[config.mk]
export PLATFORM = sky130hd
export DESIGN_NAME = prs_top
export DESIGN_NICKNAME = d
export VERILOG_FILES = /design/src/rtl/prs_pkg.sv /design/src/rtl/prs_flag_bit.sv /design/src/rtl/prs_top.sv /design/src/rtl/prs_wb_slave.sv
export SDC_FILE = /design/constraint.sdc
export NUM_CORES = 1
export LEC_CHECK = 0
export BUFFER_PORTS_ARGS = -buffer_cell sky130_fd_sc_hd__buf_4
export CAP_MARGIN = 30
export CORE_UTILIZATION = 39
export CTS_BUF_LIST = sky130_fd_sc_hd__clkbuf_4 sky130_fd_sc_hd__clkbuf_8
export DETAILED_ROUTE_END_ITERATION = 8
export PLACE_DENSITY = 0.81
export SKIP_LAST_GASP = 1
export SYNTH_ARGS = -nofsm -noshare
export SYNTH_HDL_FRONTEND = slang
export SYNTH_SLANG_ARGS = --single-unit
[constraint.sdc]
create_clock -name ref_clk -period 1.45 [get_ports ref_clk]
set_input_delay 0.2175 -clock ref_clk [delete_from_list [all_inputs] [get_ports ref_clk]]
set_output_delay 0.2175 -clock ref_clk [all_outputs]
set_load 0.02 [all_outputs]
[src/rtl/prs_pkg.sv]
// Function
// - Core request needs peripheral master enable set
// - Flags set on events regardless of enables
// - Enable bits 6,5,3,1,0; bits 7,4,2 zero
// - Reduced variant: ADC, capcmp, timer2 bits zero
// - ADC flag set on conversion complete
// - Capcmp flag: capture or compare, not PWM
// - Comparator flag set on output change
// - Timer2 flag set on period match
// - Timer1 flag set on counter overflow
// - Power-on bit cleared by power-on reset
// - Brown-out bit cleared by brown-out reset, only while its software enable is set
// - Brown-out bit reads zero while disabled
// - Software enable for brown-out reset function
// - Power control bits 7..2 read zero
// - Peripheral master enable gates all peripheral requests
// - Global enable gates every interrupt
package prs_pkg;

  ////////////////////////////////////////////////////////////////////////////
  // Register byte offsets
  localparam logic [7:0] OFS_ENABLE = 8'h00;
  localparam logic [7:0] OFS_REQUEST = 8'h04;
  localparam logic [7:0] OFS_POWER = 8'h08;
  localparam logic [7:0] OFS_BO_CTRL = 8'h0c;

  ////////////////////////////////////////////////////////////////////////////
  // Field positions
  localparam int BIT_ADC = 6;
  localparam int BIT_CAPCMP = 5;
  localparam int BIT_CMP = 3;
  localparam int BIT_TIMER2 = 1;
  localparam int BIT_TIMER1 = 0;
  localparam int BIT_POWER_ON = 1;
  localparam int BIT_BROWNOUT = 0;
  localparam int BIT_BO_SW_EN = 0;

  // Implemented source bits per variant
  localparam logic [7:0] MASK_FULL = 8'h6b;
  localparam logic [7:0] MASK_REDUCED = 8'h09;

  ////////////////////////////////////////////////////////////////////////////
  // Values after reset
  localparam logic [7:0] ENABLE_RST = 8'h00;
  localparam logic FLAG_RST = 1'b0;
  localparam logic POWER_ON_RST = 1'b0;
  localparam logic BROWNOUT_RST = 1'b0;
  localparam logic BO_SW_EN_RST = 1'b0;
  localparam logic [31:0] RDATA_RST = 32'h0000_0000;

  typedef enum logic [2:0] {
    CC_CAPTURE = 3'b001,
    CC_COMPARE = 3'b010,
    CC_PWM = 3'b100
  } prs_ccmode_t;

endpackage

[src/rtl/prs_flag_bit.sv]
`timescale 1ns/1ps
module prs_flag_bit #(
  parameter bit IMPL = 1'b1
) (
  input wire logic ref_clk,
  input wire logic rst,
  input wire logic clear,
  input wire logic set,
  input wire logic wr,
  input wire logic wr_val,
  output logic q
);

  // Unimplemented positions stay constant zero
  always_ff @(posedge ref_clk) begin
    if (rst || clear || !IMPL) begin
      q <= prs_pkg::FLAG_RST;
    end else if (set) begin
      q <= 1'b1;
    end else if (wr) begin
      q <= wr_val;
    end
  end

endmodule

[src/rtl/prs_top.sv]
`timescale 1ns/1ps
module prs_top #(
  parameter bit FULL_VARIANT = 1'b1,
  parameter int ADDR_W = 8
) (
  input wire logic ref_clk,
  input wire logic rst,
  input wire logic brownout_reset,
  input wire logic wb_cyc_i,
  input wire logic wb_stb_i,
  input wire logic wb_we_i,
  input wire logic [ADDR_W-1:0] wb_adr_i,
  input wire logic [3:0] wb_sel_i,
  input wire logic [31:0] wb_dat_i,
  output logic [31:0] wb_dat_o,
  output logic wb_ack_o,
  input wire logic global_irq_enable,
  input wire logic peripheral_master_enable,
  input wire logic adc_done,
  input wire logic [2:0] capcmp_mode,
  input wire logic capcmp_capture,
  input wire logic capcmp_match,
  input wire logic comparator_out,
  input wire logic timer2_match,
  input wire logic timer1_overflow,
  output logic core_irq,
  output logic brownout_sw_enable
);

  localparam logic [7:0] IMPL_MASK =
    FULL_VARIANT ? prs_pkg::MASK_FULL : prs_pkg::MASK_REDUCED;

  ////////////////////////////////////////////////////////////////////////////
  // Register bus

  logic wr_enable;
  logic wr_request;
  logic wr_power;
  logic wr_bo_ctrl;
  logic [7:0] wr_data;
  logic [7:0] peripheral_irq_enable;
  logic [7:0] peripheral_irq_request;
  logic [7:0] power_control_status;
  logic [7:0] brownout_control;

  prs_wb_slave #(
    .ADDR_W(ADDR_W)
  ) u_bus (
    .ref_clk(ref_clk),
    .rst(rst),
    .wb_cyc_i(wb_cyc_i),
    .wb_stb_i(wb_stb_i),
    .wb_we_i(wb_we_i),
    .wb_adr_i(wb_adr_i),
    .wb_sel_i(wb_sel_i),
    .wb_dat_i(wb_dat_i),
    .wb_dat_o(wb_dat_o),
    .wb_ack_o(wb_ack_o),
    .rd_enable(peripheral_irq_enable),
    .rd_request(peripheral_irq_request),
    .rd_power(power_control_status),
    .rd_bo_ctrl(brownout_control),
    .wr_enable(wr_enable),
    .wr_request(wr_request),
    .wr_power(wr_power),
    .wr_bo_ctrl(wr_bo_ctrl),
    .wr_data(wr_data)
  );

  ////////////////////////////////////////////////////////////////////////////
  // Event conditioning

  logic cmp_prev;
  logic cmp_primed;
  logic cmp_changed;
  logic capcmp_event;
  logic in_capture;
  logic in_compare;
  logic [7:0] event_set;

  // First sample after reset only primes the history, no false change
  always_ff @(posedge ref_clk) begin
    if (rst || brownout_reset) begin
      cmp_prev <= 1'b0;
      cmp_primed <= 1'b0;
    end else begin
      cmp_prev <= comparator_out;
      cmp_primed <= 1'b1;
    end
  end

  assign cmp_changed = cmp_primed && (cmp_prev != comparator_out);
  assign in_capture = capcmp_mode == prs_pkg::CC_CAPTURE;
  assign in_compare = capcmp_mode == prs_pkg::CC_COMPARE;
  // PWM mode leaves the flag alone
  assign capcmp_event = (in_capture && capcmp_capture) ||
                        (in_compare && capcmp_match);

  always_comb begin
    event_set = 8'h00;
    event_set[prs_pkg::BIT_ADC] = adc_done;
    event_set[prs_pkg::BIT_CAPCMP] = capcmp_event;
    event_set[prs_pkg::BIT_CMP] = cmp_changed;
    event_set[prs_pkg::BIT_TIMER2] = timer2_match;
    event_set[prs_pkg::BIT_TIMER1] = timer1_overflow;
  end

  ////////////////////////////////////////////////////////////////////////////
  // Enable register

  logic [7:0] enable_q;

  always_ff @(posedge ref_clk) begin
    if (rst || brownout_reset) begin
      enable_q <= prs_pkg::ENABLE_RST;
    end else if (wr_enable) begin
      enable_q <= wr_data & IMPL_MASK;
    end
  end

  assign peripheral_irq_enable = enable_q & IMPL_MASK;

  ////////////////////////////////////////////////////////////////////////////
  // Request flags, one cell per bit position

  // Flags ignore enables; software is expected to clear before enabling
  genvar gi;
  generate
    for (gi = 0; gi < 8; gi++) begin : g_flag
      prs_flag_bit #(
        .IMPL(IMPL_MASK[gi])
      ) u_flag (
        .ref_clk(ref_clk),
        .rst(rst),
        .clear(brownout_reset),
        .set(event_set[gi]),
        .wr(wr_request),
        .wr_val(wr_data[gi]),
        .q(peripheral_irq_request[gi])
      );
    end
  endgenerate

  ////////////////////////////////////////////////////////////////////////////
  // Power control and brown-out enable

  logic power_on_q;
  logic brownout_q;
  logic bo_sw_en_q;

  always_ff @(posedge ref_clk) begin
    if (rst) begin
      power_on_q <= prs_pkg::POWER_ON_RST;
    end else if (wr_power) begin
      power_on_q <= wr_data[prs_pkg::BIT_POWER_ON];
    end
  end

  // A brown-out only counts while the function is enabled
  always_ff @(posedge ref_clk) begin
    if (rst) begin
      brownout_q <= prs_pkg::BROWNOUT_RST;
    end else if (brownout_reset && bo_sw_en_q) begin
      brownout_q <= 1'b0;
    end else if (wr_power) begin
      brownout_q <= wr_data[prs_pkg::BIT_BROWNOUT];
    end
  end

  // Enable survives its own brown-out so the next one is still caught
  always_ff @(posedge ref_clk) begin
    if (rst) begin
      bo_sw_en_q <= prs_pkg::BO_SW_EN_RST;
    end else if (wr_bo_ctrl) begin
      bo_sw_en_q <= wr_data[prs_pkg::BIT_BO_SW_EN];
    end
  end

  always_comb begin
    power_control_status = 8'h00;
    power_control_status[prs_pkg::BIT_POWER_ON] = power_on_q;
    power_control_status[prs_pkg::BIT_BROWNOUT] =
      brownout_q && bo_sw_en_q;
    brownout_control = 8'h00;
    brownout_control[prs_pkg::BIT_BO_SW_EN] = bo_sw_en_q;
  end

  assign brownout_sw_enable = bo_sw_en_q;

  ////////////////////////////////////////////////////////////////////////////
  // Core request

  logic any_pending;
  logic next_core_irq;

  assign any_pending = |(peripheral_irq_request & peripheral_irq_enable);
  assign next_core_irq = global_irq_enable &&
                         peripheral_master_enable &&
                         any_pending;

  // Registered to keep the core input glitch free
  always_ff @(posedge ref_clk) begin
    if (rst || brownout_reset) begin
      core_irq <= 1'b0;
    end else begin
      core_irq <= next_core_irq;
    end
  end

endmodule

[src/rtl/prs_wb_slave.sv]
`timescale 1ns/1ps
module prs_wb_slave #(
  parameter int ADDR_W = 8
) (
  input wire logic ref_clk,
  input wire logic rst,
  input wire logic wb_cyc_i,
  input wire logic wb_stb_i,
  input wire logic wb_we_i,
  input wire logic [ADDR_W-1:0] wb_adr_i,
  input wire logic [3:0] wb_sel_i,
  input wire logic [31:0] wb_dat_i,
  output logic [31:0] wb_dat_o,
  output logic wb_ack_o,
  input wire logic [7:0] rd_enable,
  input wire logic [7:0] rd_request,
  input wire logic [7:0] rd_power,
  input wire logic [7:0] rd_bo_ctrl,
  output logic wr_enable,
  output logic wr_request,
  output logic wr_power,
  output logic wr_bo_ctrl,
  output logic [7:0] wr_data
);

  logic req;
  logic wr_go;
  logic hit_enable;
  logic hit_request;
  logic hit_power;
  logic hit_bo_ctrl;
  logic [7:0] rd_mux;

  assign req = wb_cyc_i && wb_stb_i;
  // Write lands on the acknowledging edge; unmapped writes vanish
  assign wr_go = req && wb_ack_o && wb_we_i && wb_sel_i[0];
  assign hit_enable = wb_adr_i == prs_pkg::OFS_ENABLE[ADDR_W-1:0];
  assign hit_request = wb_adr_i == prs_pkg::OFS_REQUEST[ADDR_W-1:0];
  assign hit_power = wb_adr_i == prs_pkg::OFS_POWER[ADDR_W-1:0];
  assign hit_bo_ctrl = wb_adr_i == prs_pkg::OFS_BO_CTRL[ADDR_W-1:0];
  assign wr_enable = wr_go && hit_enable;
  assign wr_request = wr_go && hit_request;
  assign wr_power = wr_go && hit_power;
  assign wr_bo_ctrl = wr_go && hit_bo_ctrl;
  assign wr_data = wb_dat_i[7:0];
  assign rd_mux = hit_enable ? rd_enable :
                  hit_request ? rd_request :
                  hit_power ? rd_power :
                  hit_bo_ctrl ? rd_bo_ctrl : 8'h00;

  always_ff @(posedge ref_clk) begin
    if (rst) begin
      wb_ack_o <= 1'b0;
      wb_dat_o <= prs_pkg::RDATA_RST;
    end else begin
      wb_ack_o <= req && !wb_ack_o;
      wb_dat_o <= {24'h00_0000, rd_mux};
    end
  end

endmodule

# [Yosys cells after proc, flatten, opt, wreduce, memory -nomap -nowiden]
# Index checks and enable logic that the tools add are counted.
[word_totals] reg_bits=49 input_bits=61 output_inout_bits=35 wordCells=66
[classes] eq_ne=6 muxes=15 bitwise_logic=1 n_reduce_logical=28
[ops] cell="7-bit two-way mux" n=3
[ops] cell="8-bit by 4-bit equality test with 1-bit output, second input constant" n=2
[ops] cell="1-bit logical AND" n=16
[ops] cell="1-bit two-way mux" n=12
[ops] cell="2-bit nonzero test" n=5
[ops] cell="8-bit by 3-bit equality test with 1-bit output, second input constant" n=1
[ops] cell="8-bit logical NOT" n=1
[ops] cell="8-bit OR reduction" n=1
[ops] cell="7-bit AND" n=1
[ops] cell="4-bit OR reduction" n=1
[ops] cell="3-bit by 1-bit equality test with 1-bit output, second input constant" n=1
[ops] cell="3-bit by 2-bit equality test with 1-bit output, second input constant" n=1
[ops] cell="1-bit logical OR" n=2
[ops] cell="2-bit OR reduction" n=1
[ops] cell="1-bit logical NOT" n=1
[ops] cell="1-bit inequality test" n=1

# [Longest topological paths before layout]
# Gate-level depths: netlist (run 1).
[depth] depth_word=7 mapped_depth=5 mapped_depth_nobuf=4

# [Cells and area by module]
# Synthesis (run 1) repeated with hierarchy kept, for this count alone.
[unflattened] cells_unflattened=145 area_unflattened_um2=1571.5
[modules_own_cells] module="prs_wb_slave" n_inst=1 cells_each=76 area_each_um2=859.6 seq_area_each_um2=180.2
[modules_own_cells] module="prs_top" n_inst=1 cells_each=43 area_each_um2=446.7 seq_area_each_um2=220.2
[modules_own_cells] module="prs_flag_bit at g_flag[0].u_flag ..." n_inst=5 cells_each=4 area_each_um2=46.3 seq_area_each_um2=20.0
[modules_own_cells] module="prs_flag_bit at g_flag[2].u_flag ..." n_inst=3 cells_each=2 area_each_um2=11.3 seq_area_each_um2=0.0

# [Least setup slack after synthesis (run 1)]
# Ideal clock, no wire load.
[synth_path] kind="register to register" start="reg u_bus.wb_ack_o" end="reg brownout_q" setup_time_ns=0.134 arrival_time_ns=1.183 required_ns=1.316 slack_ns=0.133 stages_incl_launch_ff=5 path_buffers=0 period_less_slack_ns=1.317 cell_sequence="dfxtp_1 -> and3_1 -> and4_4 -> mux2i_1 -> a211oi_2"
[synth_between] elab_chain_cells=4
[synth_rtl] item="start, declared" line="prs_wb_slave.sv:14" rtl="output logic wb_ack_o,"
[synth_rtl] item="start signal, assigned" line="prs_wb_slave.sv:56" rtl="wb_ack_o <= req && !wb_ack_o;"
[synth_rtl] item="1-bit logical AND (3 in series)" line="prs_wb_slave.sv:36" rtl="assign wr_go = req && wb_ack_o && wb_we_i && wb_sel_i[0];"
[synth_rtl] item="1-bit logical AND" line="prs_wb_slave.sv:43" rtl="assign wr_power = wr_go && hit_power;"
[synth_rtl] item="end signal, assigned" line="prs_top.sv:162" rtl="brownout_q <= prs_pkg::BROWNOUT_RST;"
[synth_rtl] item="end signal, assigned" line="prs_top.sv:166" rtl="brownout_q <= wr_data[prs_pkg::BIT_BROWNOUT];"
[synth_rtl] item="end, declared" line="prs_top.sv:148" rtl="logic brownout_q;"
# No other way between the ends.
# A chain may end at the register's enable or synchronous reset.

# [Worst setup path after layout (run 1)]
[layout_path] start="reg u_bus.wb_ack_o" end="reg g_flag[1].u_flag.q"
[layout_between] elab_chain_cells=5
[layout_rtl] item="1-bit logical AND (3 in series)" line="prs_wb_slave.sv:36"
[layout_rtl] item="1-bit logical AND" line="prs_wb_slave.sv:42" rtl="assign wr_request = wr_go && hit_request;"
[layout_rtl] item="2-bit nonzero test (no line)"
[layout_rtl] item="end signal, assigned" line="prs_flag_bit.sv:17" rtl="q <= prs_pkg::FLAG_RST;"
[layout_rtl] item="end signal, assigned" line="prs_flag_bit.sv:21" rtl="q <= wr_val;"
[layout_rtl] item="end, declared" line="prs_flag_bit.sv:11" rtl="output logic q"
# No other way between the ends.

==> flow_metrics.py, run 1 <==
metrics = {
    "status": {
        "status": "finished with violations",
        "violations": "DRC",
    },
    "clocking": {
        "cts_tree": "done",
        "cts_setup_buffers": 0,
        "htreeDepth": 1,
        "root_buffer": "clkbuf_4",
        "cts_buffers": 3,
        "cts.clk_slew.worst_paths_ns": 0.13,
        "cts_hold_buf": 0,
        "cts.path.max_buffers": 2,
        "clock-sinks": 22,
        "clock_latency_ns": 0.31,
        "cts_resized": 0,
    },
    "yosys": {
        "synth-compound-area-share_pct": 8.09,
        "avgSynthCellArea_um2": 9.32,
        "synth-xor-area-share_pct": 0.745,
        "synth_top_family_by_area": "simple AND/OR/NAND/NOR gates",
        "synthFlopType": "dfxtp_1",
        "synth_top_area_cell": "dfxtp_1",
        "synth-async-reset-ratio_pct": 0,
        "synth-seq-area-share_pct": 37.5,
        "synth_edf_count": 0,
        "synth_mux_area_share_pct": 11.1,
        "synth-simple-area-share_pct": 22.9,
        "syn-cell-area_um2": 1170,
        "synth_cell_types": 31,
        "yosysWarnings": 0,
        "synthAdderAreaFrac_pct": 0,
        "synth-seq-cells": 22,
        "netlist_top_cells_area": "dfxtp_1, buf_4, mux2i_1, nor2_1, a211oi_1",
        "yosys.area.top_type_share_pct": 37.5,
        "syn_inst": 126,
    },
    "global_route": {
        "grt_remaining_overflow": 0,
        "grt_pass1_vias": 930,
        "grt_pass1_wl_mm": 3.99,
        "antenna_found_initial": 0,
        "grt_max_degree": 14,
        "grtUsageTotal_pct": 15.8,
    },
    "timing": {
        "finalHoldViolCount": 0,
        "rsz0062_at_grt": "no",
        "setup_viol": 0,
        "fin_crit_ns": 1.28,
        "fin_skew_ns": 0.00396,
        "finalCritPeriodShare_pct": 88.0,
        "worst_slack_ns": 0.174,
        "fmax_mhz": 784,
        "drv_slew": 0,
    },
    "critical_path": {
        "start_kind": "flip-flop",
        "cp.arrival_ns": 1.47,
        "crit_slowest_cell": "dfxtp_1",
        "required_ns": 1.65,
        "end_kind": "flip-flop",
        "cp_cell_sequence": "and3_2, nand4_2, buf_4, nor3_1, a211oi_1",
        "crit_fanout": 9,
        "crit_type": "flip-flop to flip-flop",
        "crit_buf_inv": 1,
        "cp_top_family": "simple AND/OR/NAND/NOR gates",
        "slowest_delay_ns": 0.37,
    },
    "route": {
        "vias_per_cell": 4.91,
        "drc": 15,
        "drt_wl_total_mm": 2.40,
        "ant_nets": 0,
        "post_drt_wl_per_cell_um": 12.3,
        "vias": 963,
        "dr.pass1.iters": 6,
        "drtIter0Drc": 43,
    },
    "pwr": {
        "p_leak_uw": 0.000712,
        "power_density_nw_per_um2": 890,
        "vdd_ir_drop_max_v": 0.000394,
    },
    "finish": {
        "finalInstanceArea_um2": 1450,
        "mostFrequentLayoutCells": "buf_4, conb_1, dfxtp_1",
        "layout-drive-gt1-share_pct": 31.5,
        "area_growth_syn_to_layout_pct": 23.0,
        "final_common_cell": "buf_4",
        "finalNetCount": 227,
        "diodes": 0,
    },
    "floorplanning": {
        "die_area_um2": 3240,
        "initial_core_util_pct": 41.9,
        "placementRows": 19,
        "core_um2": 2810,
        "die_h_um": 56.9,
        "num_io_pins": 96,
        "die_x_um": 56.9,
    },
    "place": {
        "post-place-ws_ns": -0.0434,
        "portBuffers": 38,
        "place_congestion": 0.815,
        "dpl_cell_area_um2": 1390,
        "hpwl_mm": 1.80,
    },
    "run": {
        "cap_violations": 0,
    },
    "hold_path": {
        "min_path_type": "input port to flip-flop",
    },
}
## cells in the mapped netlist (2+ instances only)
library cell,number
buf_4,27
dfxtp_1,22
mux2i_1,13
nor2_1,13
nor3_1,6
a211oi_1,5
nand2_1,4
nor4_1,4
a21oi_1,3
and2_1,2
and4b_1,2
buf_2,2
clkbuf_1,2
inv_1,2
nand3b_1,2
nand4_2,2
## state kept, by name, summed over array words and instances, names as in the netlist
name                flops
brownout_q              1
u_bus.wb_ack_o          1
brownout_sw_enable      1
cmp_primed              1
core_irq                1
enable_q                5
g_flag.u_flag.q         5
cmp_prev                1
u_bus.wb_dat_o          5
power_on_q              1
## worst register-to-register path: stages, from the launching register on
cell and delay, ns:
dfxtp_1 0.37, and3_2 0.24, nand4_2 0.10, buf_4 0.19
nor3_1 0.18, a211oi_1 0.09
## per-layer routing
| layer | track usage, % | part of all wire, % | vias up |
|---|---|---|---|
| li1 | - | - | 472 |
| met1 | 17.3 | 40 | 441 |
| met2 | 27.6 | 50 | 46 |
| met3 | 4.84 | 8.5 | 4 |
| met4 | 6.97 | 1.4 | 0 |
| met5 | 0 | 0 | - |
## final timing paths
check / startpoint / to / slack, ns / cells after the start
worst max-delay path: u_bus.wb_ack_o / g_flag[1].u_flag.q / 0.17 / 5
worst min-delay path: brownout_reset / brownout_q / 0.09 / 2
worst max register to register: u_bus.wb_ack_o / g_flag[1].u_flag.q / 0.17 / 5
worst min register to register: u_bus.wb_ack_o / u_bus.wb_ack_o / 0.45 / 1
## metrics by stage
stage / TNS, ns / utilization, % / total power (uW) / cells / hold WS (ns)
global placement: 0 / 49.6 / 820 / 192 / 0.414
CTS: 0 / 51.5 / 1290 / 196 / 0.0830
detailed placement: -0.160 / 49.6 / 825 / 192 / 0.422
floorplan: 0 / - / 797 / 152 / 0.316
finish: 0 / 51.5 / 1290 / 196 / 0.0930
global route: 0 / 51.5 / 1340 / 196 / 0.0745
## final cells by class
class / instances / area (um^2)
clock buffers: 3 / 22.5
inverters: 2 / 7.51
clock inverters: 1 / 30.0
repair buffers: 40 / 300
flip-flops and latches: 22 / 440
well taps: 31 / 38.8
fillers: 273 / 1360
multi-input cells: 97 / 606
## power by group
group | switching [uW] | internal (uW)
combinational | 120 | 74.9
clock | 192 | 279
sequential | 5.94 | 614
total | 319 | 968
## logic make-up (layout without fill, tap and decap cells)
| logic type | count (synthesis) | after routing |
|---|---|---|
| other | 1 | 27 |
| buffers and inverters | 33 | 46 |
| AND/OR/NAND/NOR | 43 | 43 |
| XOR/XNOR | 1 | 1 |
| flip-flops | 22 | 22 |
| AO/OA/AOI/OAI | 13 | 13 |
| multiplexers | 13 | 13 |
Power figures use the tool's default switching activity.
==> inputs of run 2 (changes only) <==
--- a/config.mk
+++ b/config.mk
@@ -7,6 +7,7 @@
 export LEC_CHECK = 0
 export BUFFER_PORTS_ARGS = -buffer_cell sky130_fd_sc_hd__buf_4
 export CAP_MARGIN = 30
+export CORE_ASPECT_RATIO = 1.1
 export CORE_UTILIZATION = 39
 export CTS_BUF_LIST = sky130_fd_sc_hd__clkbuf_4 sky130_fd_sc_hd__clkbuf_8
 export DETAILED_ROUTE_END_ITERATION = 8
==> run 2 against run 1 <==
The run now ends clean. Critical path depth shrank 1. Routed wire length fell by 3.0%. Non-clock buffer count shrank 1. Via count decreased by 2.4%. Count of clock-buffer cells in the layout stayed put. Global-route usage decreased by 0.54 points. Maximum frequency shrank 2.5%. Final area decreased by 0.43%. Sequential cell count unchanged. Register-to-register slack worse by 0.03 ns. Largest power group unchanged. Highest routed layer is now met3.
==> flow_metrics.py, run 2 (synthesized netlist as in run 1, its figures left out) <==
metrics = {
    "status": {
        "status": "finished clean",
    },
    "global_route": {
        "antenna_found_initial": 0,
        "grt_remaining_overflow": 0,
        "grt_pass1_wl_mm": 3.58,
        "grtUsageTotal_pct": 15.2,
        "grt_max_degree": 14,
        "grt_pass1_vias": 844,
    },
    "clocking": {
        "cts.clk_slew.worst_paths_ns": 0.13,
        "cts_resized": 0,
        "cts_buffers": 3,
        "cts_hold_buf": 0,
        "cts_tree": "done",
        "root_buffer": "clkbuf_4",
        "cts.path.max_buffers": 2,
        "cts_setup_buffers": 0,
        "clock_latency_ns": 0.31,
        "clock-sinks": 22,
        "htreeDepth": 1,
    },
    "finish": {
        "diodes": 0,
        "mostFrequentLayoutCells": "buf_4, conb_1, dfxtp_1",
        "area_growth_syn_to_layout_pct": 22.5,
        "finalNetCount": 226,
        "reg_top3": "enable_q: 5 flops, g_flag.u_flag.q: 5 flops, u_bus.wb_dat_o: 5 flops",
        "layout-drive-gt1-share_pct": 30.5,
        "finalNonFillerCells": 197,
        "final_common_cell": "buf_4",
        "post-route-util_pct": 51.3,
    },
    "critical_path": {
        "reg2reg_depth": 4,
        "end_kind": "flip-flop",
        "required_ns": 1.65,
        "cp.arrival_ns": 1.50,
        "r2r_end": "enable_q[0]",
        "rrSetupSlack_ns": 0.14,
        "crit_type": "flip-flop to flip-flop",
        "start_kind": "flip-flop",
        "r2r-start": "u_bus.wb_ack_o",
        "crit_fanout": 5,
    },
    "pwr": {
        "power_uw": 1280,
        "p_switching_uw": 312,
        "power_frac_seq_pct": 48.4,
        "power_density_nw_per_um2": 888,
        "p_int_uw": 966,
        "vdd_ir_drop_max_v": 0.000430,
        "p_sw_share_pct": 24.4,
        "p_leak_uw": 0.000707,
        "p_clk_share_pct": 36.5,
        "p_comb_share_pct": 15.1,
    },
    "timing": {
        "rsz0062_at_grt": "no",
        "worst_slack_ns": 0.142,
        "setup_viol": 0,
        "fin_skew_ns": 0.0132,
        "fmax_mhz": 764,
        "drv_slew": 0,
        "finalCritPeriodShare_pct": 90.2,
        "finalHoldViolCount": 0,
        "fin_crit_ns": 1.31,
        "worst_hold_slack_ns": 0.0881,
    },
    "hold_path": {
        "hp-start": "brownout_reset",
        "hold_depth": 2,
        "min_to": "brownout_q",
        "min_path_type": "input port to flip-flop",
    },
    "route": {
        "drt_wl_total_mm": 2.33,
        "dr.pass1.iters": 4,
        "vias": 940,
        "vias_per_cell": 4.77,
        "post_drt_wl_per_cell_um": 11.8,
        "drtIter0Drc": 7,
        "ant_nets": 0,
        "drc": 0,
    },
    "floorplanning": {
        "initial_core_util_pct": 41.9,
        "placementRows": 20,
        "die_h_um": 59.6,
        "core_um2": 2800,
        "num_io_pins": 96,
        "die_area_um2": 3240,
        "die_x_um": 54.3,
    },
    "place": {
        "place_inst": 193,
        "portBuffers": 38,
        "post-place-ws_ns": -0.0723,
        "hpwl_mm": 1.86,
        "place_congestion": 0.853,
    },
    "run": {
        "cap_violations": 0,
    },
}
## run 2: final cells by class
cell class / count / area, um^2
Tap cell: 33 / 41.3
Clock buffer: 3 / 22.5
Multi-Input combinational cell: 97 / 604
Inverter: 2 / 7.51
Sequential cell: 22 / 440
Timing Repair Buffer: 39 / 293
Clock inverter: 1 / 30.0
Fill cell: 262 / 1360
## run 2: worst max-delay path by stage
stage / start / to / slack, ns / depth (start not counted)
final: u_bus.wb_ack_o / enable_q[0] / 0.14 / 4
after global routing: u_bus.wb_ack_o / g_flag[5].u_flag.q / 0.04 / 5
after CTS: u_bus.wb_ack_o / enable_q[1] / 0.13 / 4
after detailed placement: wb_adr_i[5] / enable_q[1] / -0.07 / 5
after global placement: wb_adr_i[5] / enable_q[1] / 0.02 / 5
after floorplan: u_bus.wb_ack_o / brownout_q / 0.13 / 4
## run 2: through the flow
stage | TNS, ns | cell area (um^2)
2_1_floorplan | 0 | 1270
3_3_place_gp | 0 | 1390
4_1_cts | 0 | 1440
6_report | 0 | 1440
3_5_place_dp | -0.195 | 1390
5_1_grt | 0 | 1440
## run 2: power by group through the flow
stage,registers [uW],logic (uW),clock network [uW]
3_3_place_gp,633,186,0
2_1_floorplan,633,164,0
4_1_cts,619,192,475
6_report,619,193,467
5_1_grt,621,209,500
3_5_place_dp,633,191,0
## run 2: metal layers
metal  up-vias  wire [um]  track usage, %  part of all wire (%)
li1        469          -               -                     -
met1       430        981            17.8                    42
met2        41       1170            27.4                    50
met3         0        176            2.31                   7.6
met4         0          0            5.13                     0
met5         -          0               0                     0
## run 2: critical path: stages (launching register included)
cell and delay [ns]:
dfxtp_1 0.37, and3_1 0.27, nand4_2 0.27, mux2i_1 0.24, nor2_1 0.06
==> inputs of run 3 (changes only) <==
--- a/config.mk
+++ b/config.mk
@@ -5,13 +5,14 @@
 export SDC_FILE = /design/constraint.sdc
 export NUM_CORES = 1
 export LEC_CHECK = 0
+export ABC_AREA = 1
 export BUFFER_PORTS_ARGS = -buffer_cell sky130_fd_sc_hd__buf_4
 export CAP_MARGIN = 30
 export CORE_ASPECT_RATIO = 1.1
 export CORE_UTILIZATION = 39
 export CTS_BUF_LIST = sky130_fd_sc_hd__clkbuf_4 sky130_fd_sc_hd__clkbuf_8
 export DETAILED_ROUTE_END_ITERATION = 8
-export PLACE_DENSITY = 0.81
+export PLACE_DENSITY = 0.78
 export SKIP_LAST_GASP = 1
 export SYNTH_ARGS = -nofsm -noshare
 export SYNTH_HDL_FRONTEND = slang
==> run 3 against run 2 <==
Die area is 7.8% higher. Final area is 7.3% higher. Combinational power is 2% higher. Maximum frequency is 4.0% higher. Worst setup slack better by 0.051 ns.
==> flow_metrics.py, run 3 <==
metrics = {
    "critical_path": {
        "start_kind": "flip-flop",
        "slowest_delay_ns": 0.38,
        "r2r-start": "u_bus.wb_ack_o",
        "required_ns": 1.67,
        "rrSetupSlack_ns": 0.19,
        "crit_fanout": 8,
        "cp.depth": 6,
        "cp_cell_sequence": "nand3_1, nor2_4, buf_4, inv_1, nor3_1, nor2_1",
        "cp_top_family": "simple AND/OR/NAND/NOR gates",
        "crit_buf_inv": 2,
        "crit_type": "flip-flop to flip-flop",
        "reg2reg_depth": 6,
        "end_kind": "flip-flop",
        "critPathLaunch": "u_bus.wb_ack_o",
        "crit_slowest_cell": "dfxtp_1",
        "r2r_end": "brownout_sw_enable",
        "cp.arrival_ns": 1.48,
        "crit_end": "brownout_sw_enable",
    },
    "yosys": {
        "synthTopCellsByCount": "nand2_1, buf_4, dfxtp_1",
        "synth_cell_types": 21,
        "synth-seq-area-share_pct": 34.7,
        "yosysMostFrequentCell": "nand2_1",
        "synth-async-reset-ratio_pct": 0,
        "yosys.area.top_type_share_pct": 34.7,
        "synth-seq-cells": 22,
        "avgSynthCellArea_um2": 6.86,
        "syn-cell-area_um2": 1270,
        "synth_edf_count": 0,
        "syn_inst": 185,
        "yosysWarnings": 0,
        "synthFlopType": "dfxtp_1",
        "netlist_top_cells_area": "dfxtp_1, buf_4, nand2_1, nand3_1, nor2_1",
        "synth_top_area_cell": "dfxtp_1",
    },
    "place": {
        "dpl_cell_area_um2": 1490,
        "post-place-ws_ns": 0.157,
        "place_congestion": 0.818,
        "hpwl_mm": 1.81,
        "portBuffers": 38,
    },
    "finish": {
        "mostFrequentLayoutCells": "nand2_1, buf_4, conb_1",
        "fillCellCount": 322,
        "diodes": 0,
        "area.sequential_um2": 440,
        "finalNetCount": 288,
        "multi_input_area_um2": 626,
        "layout-drive-gt1-share_pct": 24.3,
        "finalInstanceArea_um2": 1540,
        "area_growth_syn_to_layout_pct": 21.6,
        "reg_top3": "enable_q: 5 flops, g_flag.u_flag.q: 5 flops, u_bus.wb_dat_o: 5 flops",
    },
    "timing": {
        "fin_skew_ns": 0.00303,
        "fmax_mhz": 795,
        "finalHoldViolCount": 0,
        "setup_tns_ns": 0,
        "finalCritPeriodShare_pct": 86.7,
        "fin_crit_ns": 1.26,
        "worst_slack_ns": 0.192,
        "setup_viol": 0,
        "drv_slew": 0,
        "rsz0062_at_grt": "no",
    },
    "global_route": {
        "grt_remaining_overflow": 0,
        "grtUsageTotal_pct": 13.9,
        "antenna_found_initial": 0,
        "grt_max_degree": 15,
        "grt_pass1_wl_mm": 3.81,
        "grt_pass1_vias": 927,
    },
    "route": {
        "drtIter0Drc": 30,
        "vias_per_cell": 4.40,
        "ant_nets": 0,
        "dr.pass1.iters": 4,
        "post_drt_wl_per_cell_um": 8.92,
        "drc": 0,
        "drt_wl_total_mm": 2.32,
        "vias": 1145,
    },
    "clocking": {
        "cts_buffers": 3,
        "cts_tree": "done",
        "clock-sinks": 22,
        "cts_hold_buf": 0,
        "cts.clk_slew.worst_paths_ns": 0.12,
        "cts_resized": 0,
        "cts.path.max_buffers": 2,
        "clock_latency_ns": 0.32,
        "cts_setup_buffers": 0,
        "root_buffer": "clkbuf_4",
        "htreeDepth": 1,
    },
    "pwr": {
        "p_leak_uw": 0.000749,
        "power_density_nw_per_um2": 838,
        "vdd_ir_drop_max_v": 0.000686,
    },
    "floorplanning": {
        "num_io_pins": 96,
        "placementRows": 21,
        "die_h_um": 61.9,
        "die_x_um": 56.4,
        "initial_core_util_pct": 41.3,
        "die_area_um2": 3490,
        "core_um2": 3070,
    },
    "run": {
        "cap_violations": 0,
    },
    "status": {
        "status": "finished clean",
    },
    "hold_path": {
        "min_path_type": "input port to flip-flop",
    },
}
==> run 3: changes by cell type in the layout (fill, tap and decap cells not counted), moves of 3 or more <==
| cell | delta |
|---|---|
| nor2_1 | +6 |
| nand3_1 | +20 |
| nor3_1 | -4 |
| a21oi_1 | +11 |
| buf_4 | +3 |
| inv_1 | +14 |
| nor4_1 | -4 |
| a21boi_0 | +3 |
| nor2_2 | +4 |
| a211oi_1 | -5 |
| mux2i_1 | -13 |
| nand2_1 | +38 |
==> run 3: worst min-delay path by stage <==
stage                         from                 to  slack [ns]  cells after the start
floorplan           brownout_reset         cmp_primed        0.31                      1
global placement    u_bus.wb_ack_o     u_bus.wb_ack_o        0.44                      1
detailed placement      power_on_q         power_on_q        0.45                      2
CTS                            rst  u_bus.wb_dat_o[3]        0.11                      2
global route                   rst         power_on_q        0.12                      2
finish                         rst  u_bus.wb_dat_o[3]        0.11                      2
==> run 3: routing by layer <==
layer / track usage (%) / part of all wire (%)
met5: 0 / 0
met4: 7.32 / 2.1
met3: 1.66 / 5.6
met2: 24.3 / 48
met1: 17.3 / 44
==> run 3: stage by stage <==
step	total power (uW)	hold WS [ns]	utilization, %	instances
after floorplan	802	0.310	-	211
after global placement	828	0.441	48.5	256
after detailed placement	830	0.453	48.5	256
after CTS	1300	0.114	50.2	260
after global routing	1340	0.117	50.2	260
final	1290	0.111	50.2	260
==> run 3: kinds of logic (layout without fill, tap and decap cells) <==
kind of cell / count (synthesis) / count (layout) / share of synthesized area (%)
AO/OA/AOI/OAI: 20 / 20 / 8.77
XOR/XNOR: 1 / 1 / 0.690
buffers and inverters: 49 / 64 / 23.7
flip-flops: 22 / 22 / 34.7
other: 1 / 27 / 0.295
AND/OR/NAND/NOR: 92 / 92 / 31.8
==> run 3: layout make-up <==
cell class	count	area share (%)
repair buffers	42	20.4
flip-flops and latches	22	28.5
multi-input cells	140	40.5
clock buffers	3	1.46
well taps	34	2.76
clock inverters	1	1.94
inverters	18	4.38
==> run 3: worst register-to-register path: cells and delay by family, from the launching register on <==
family,cells,cell delay (ns)
buffers and inverters,2,0.21
flip-flops,1,0.38
AND/OR/NAND/NOR,4,0.58
==> run 3: where the power goes <==
part	total [uW]	switching (uW)	internal (uW)	leakage, uW
clock network	477	197	280	0.0000279
logic	197	121	75.4	0.000543
registers	620	6.40	614	0.000178
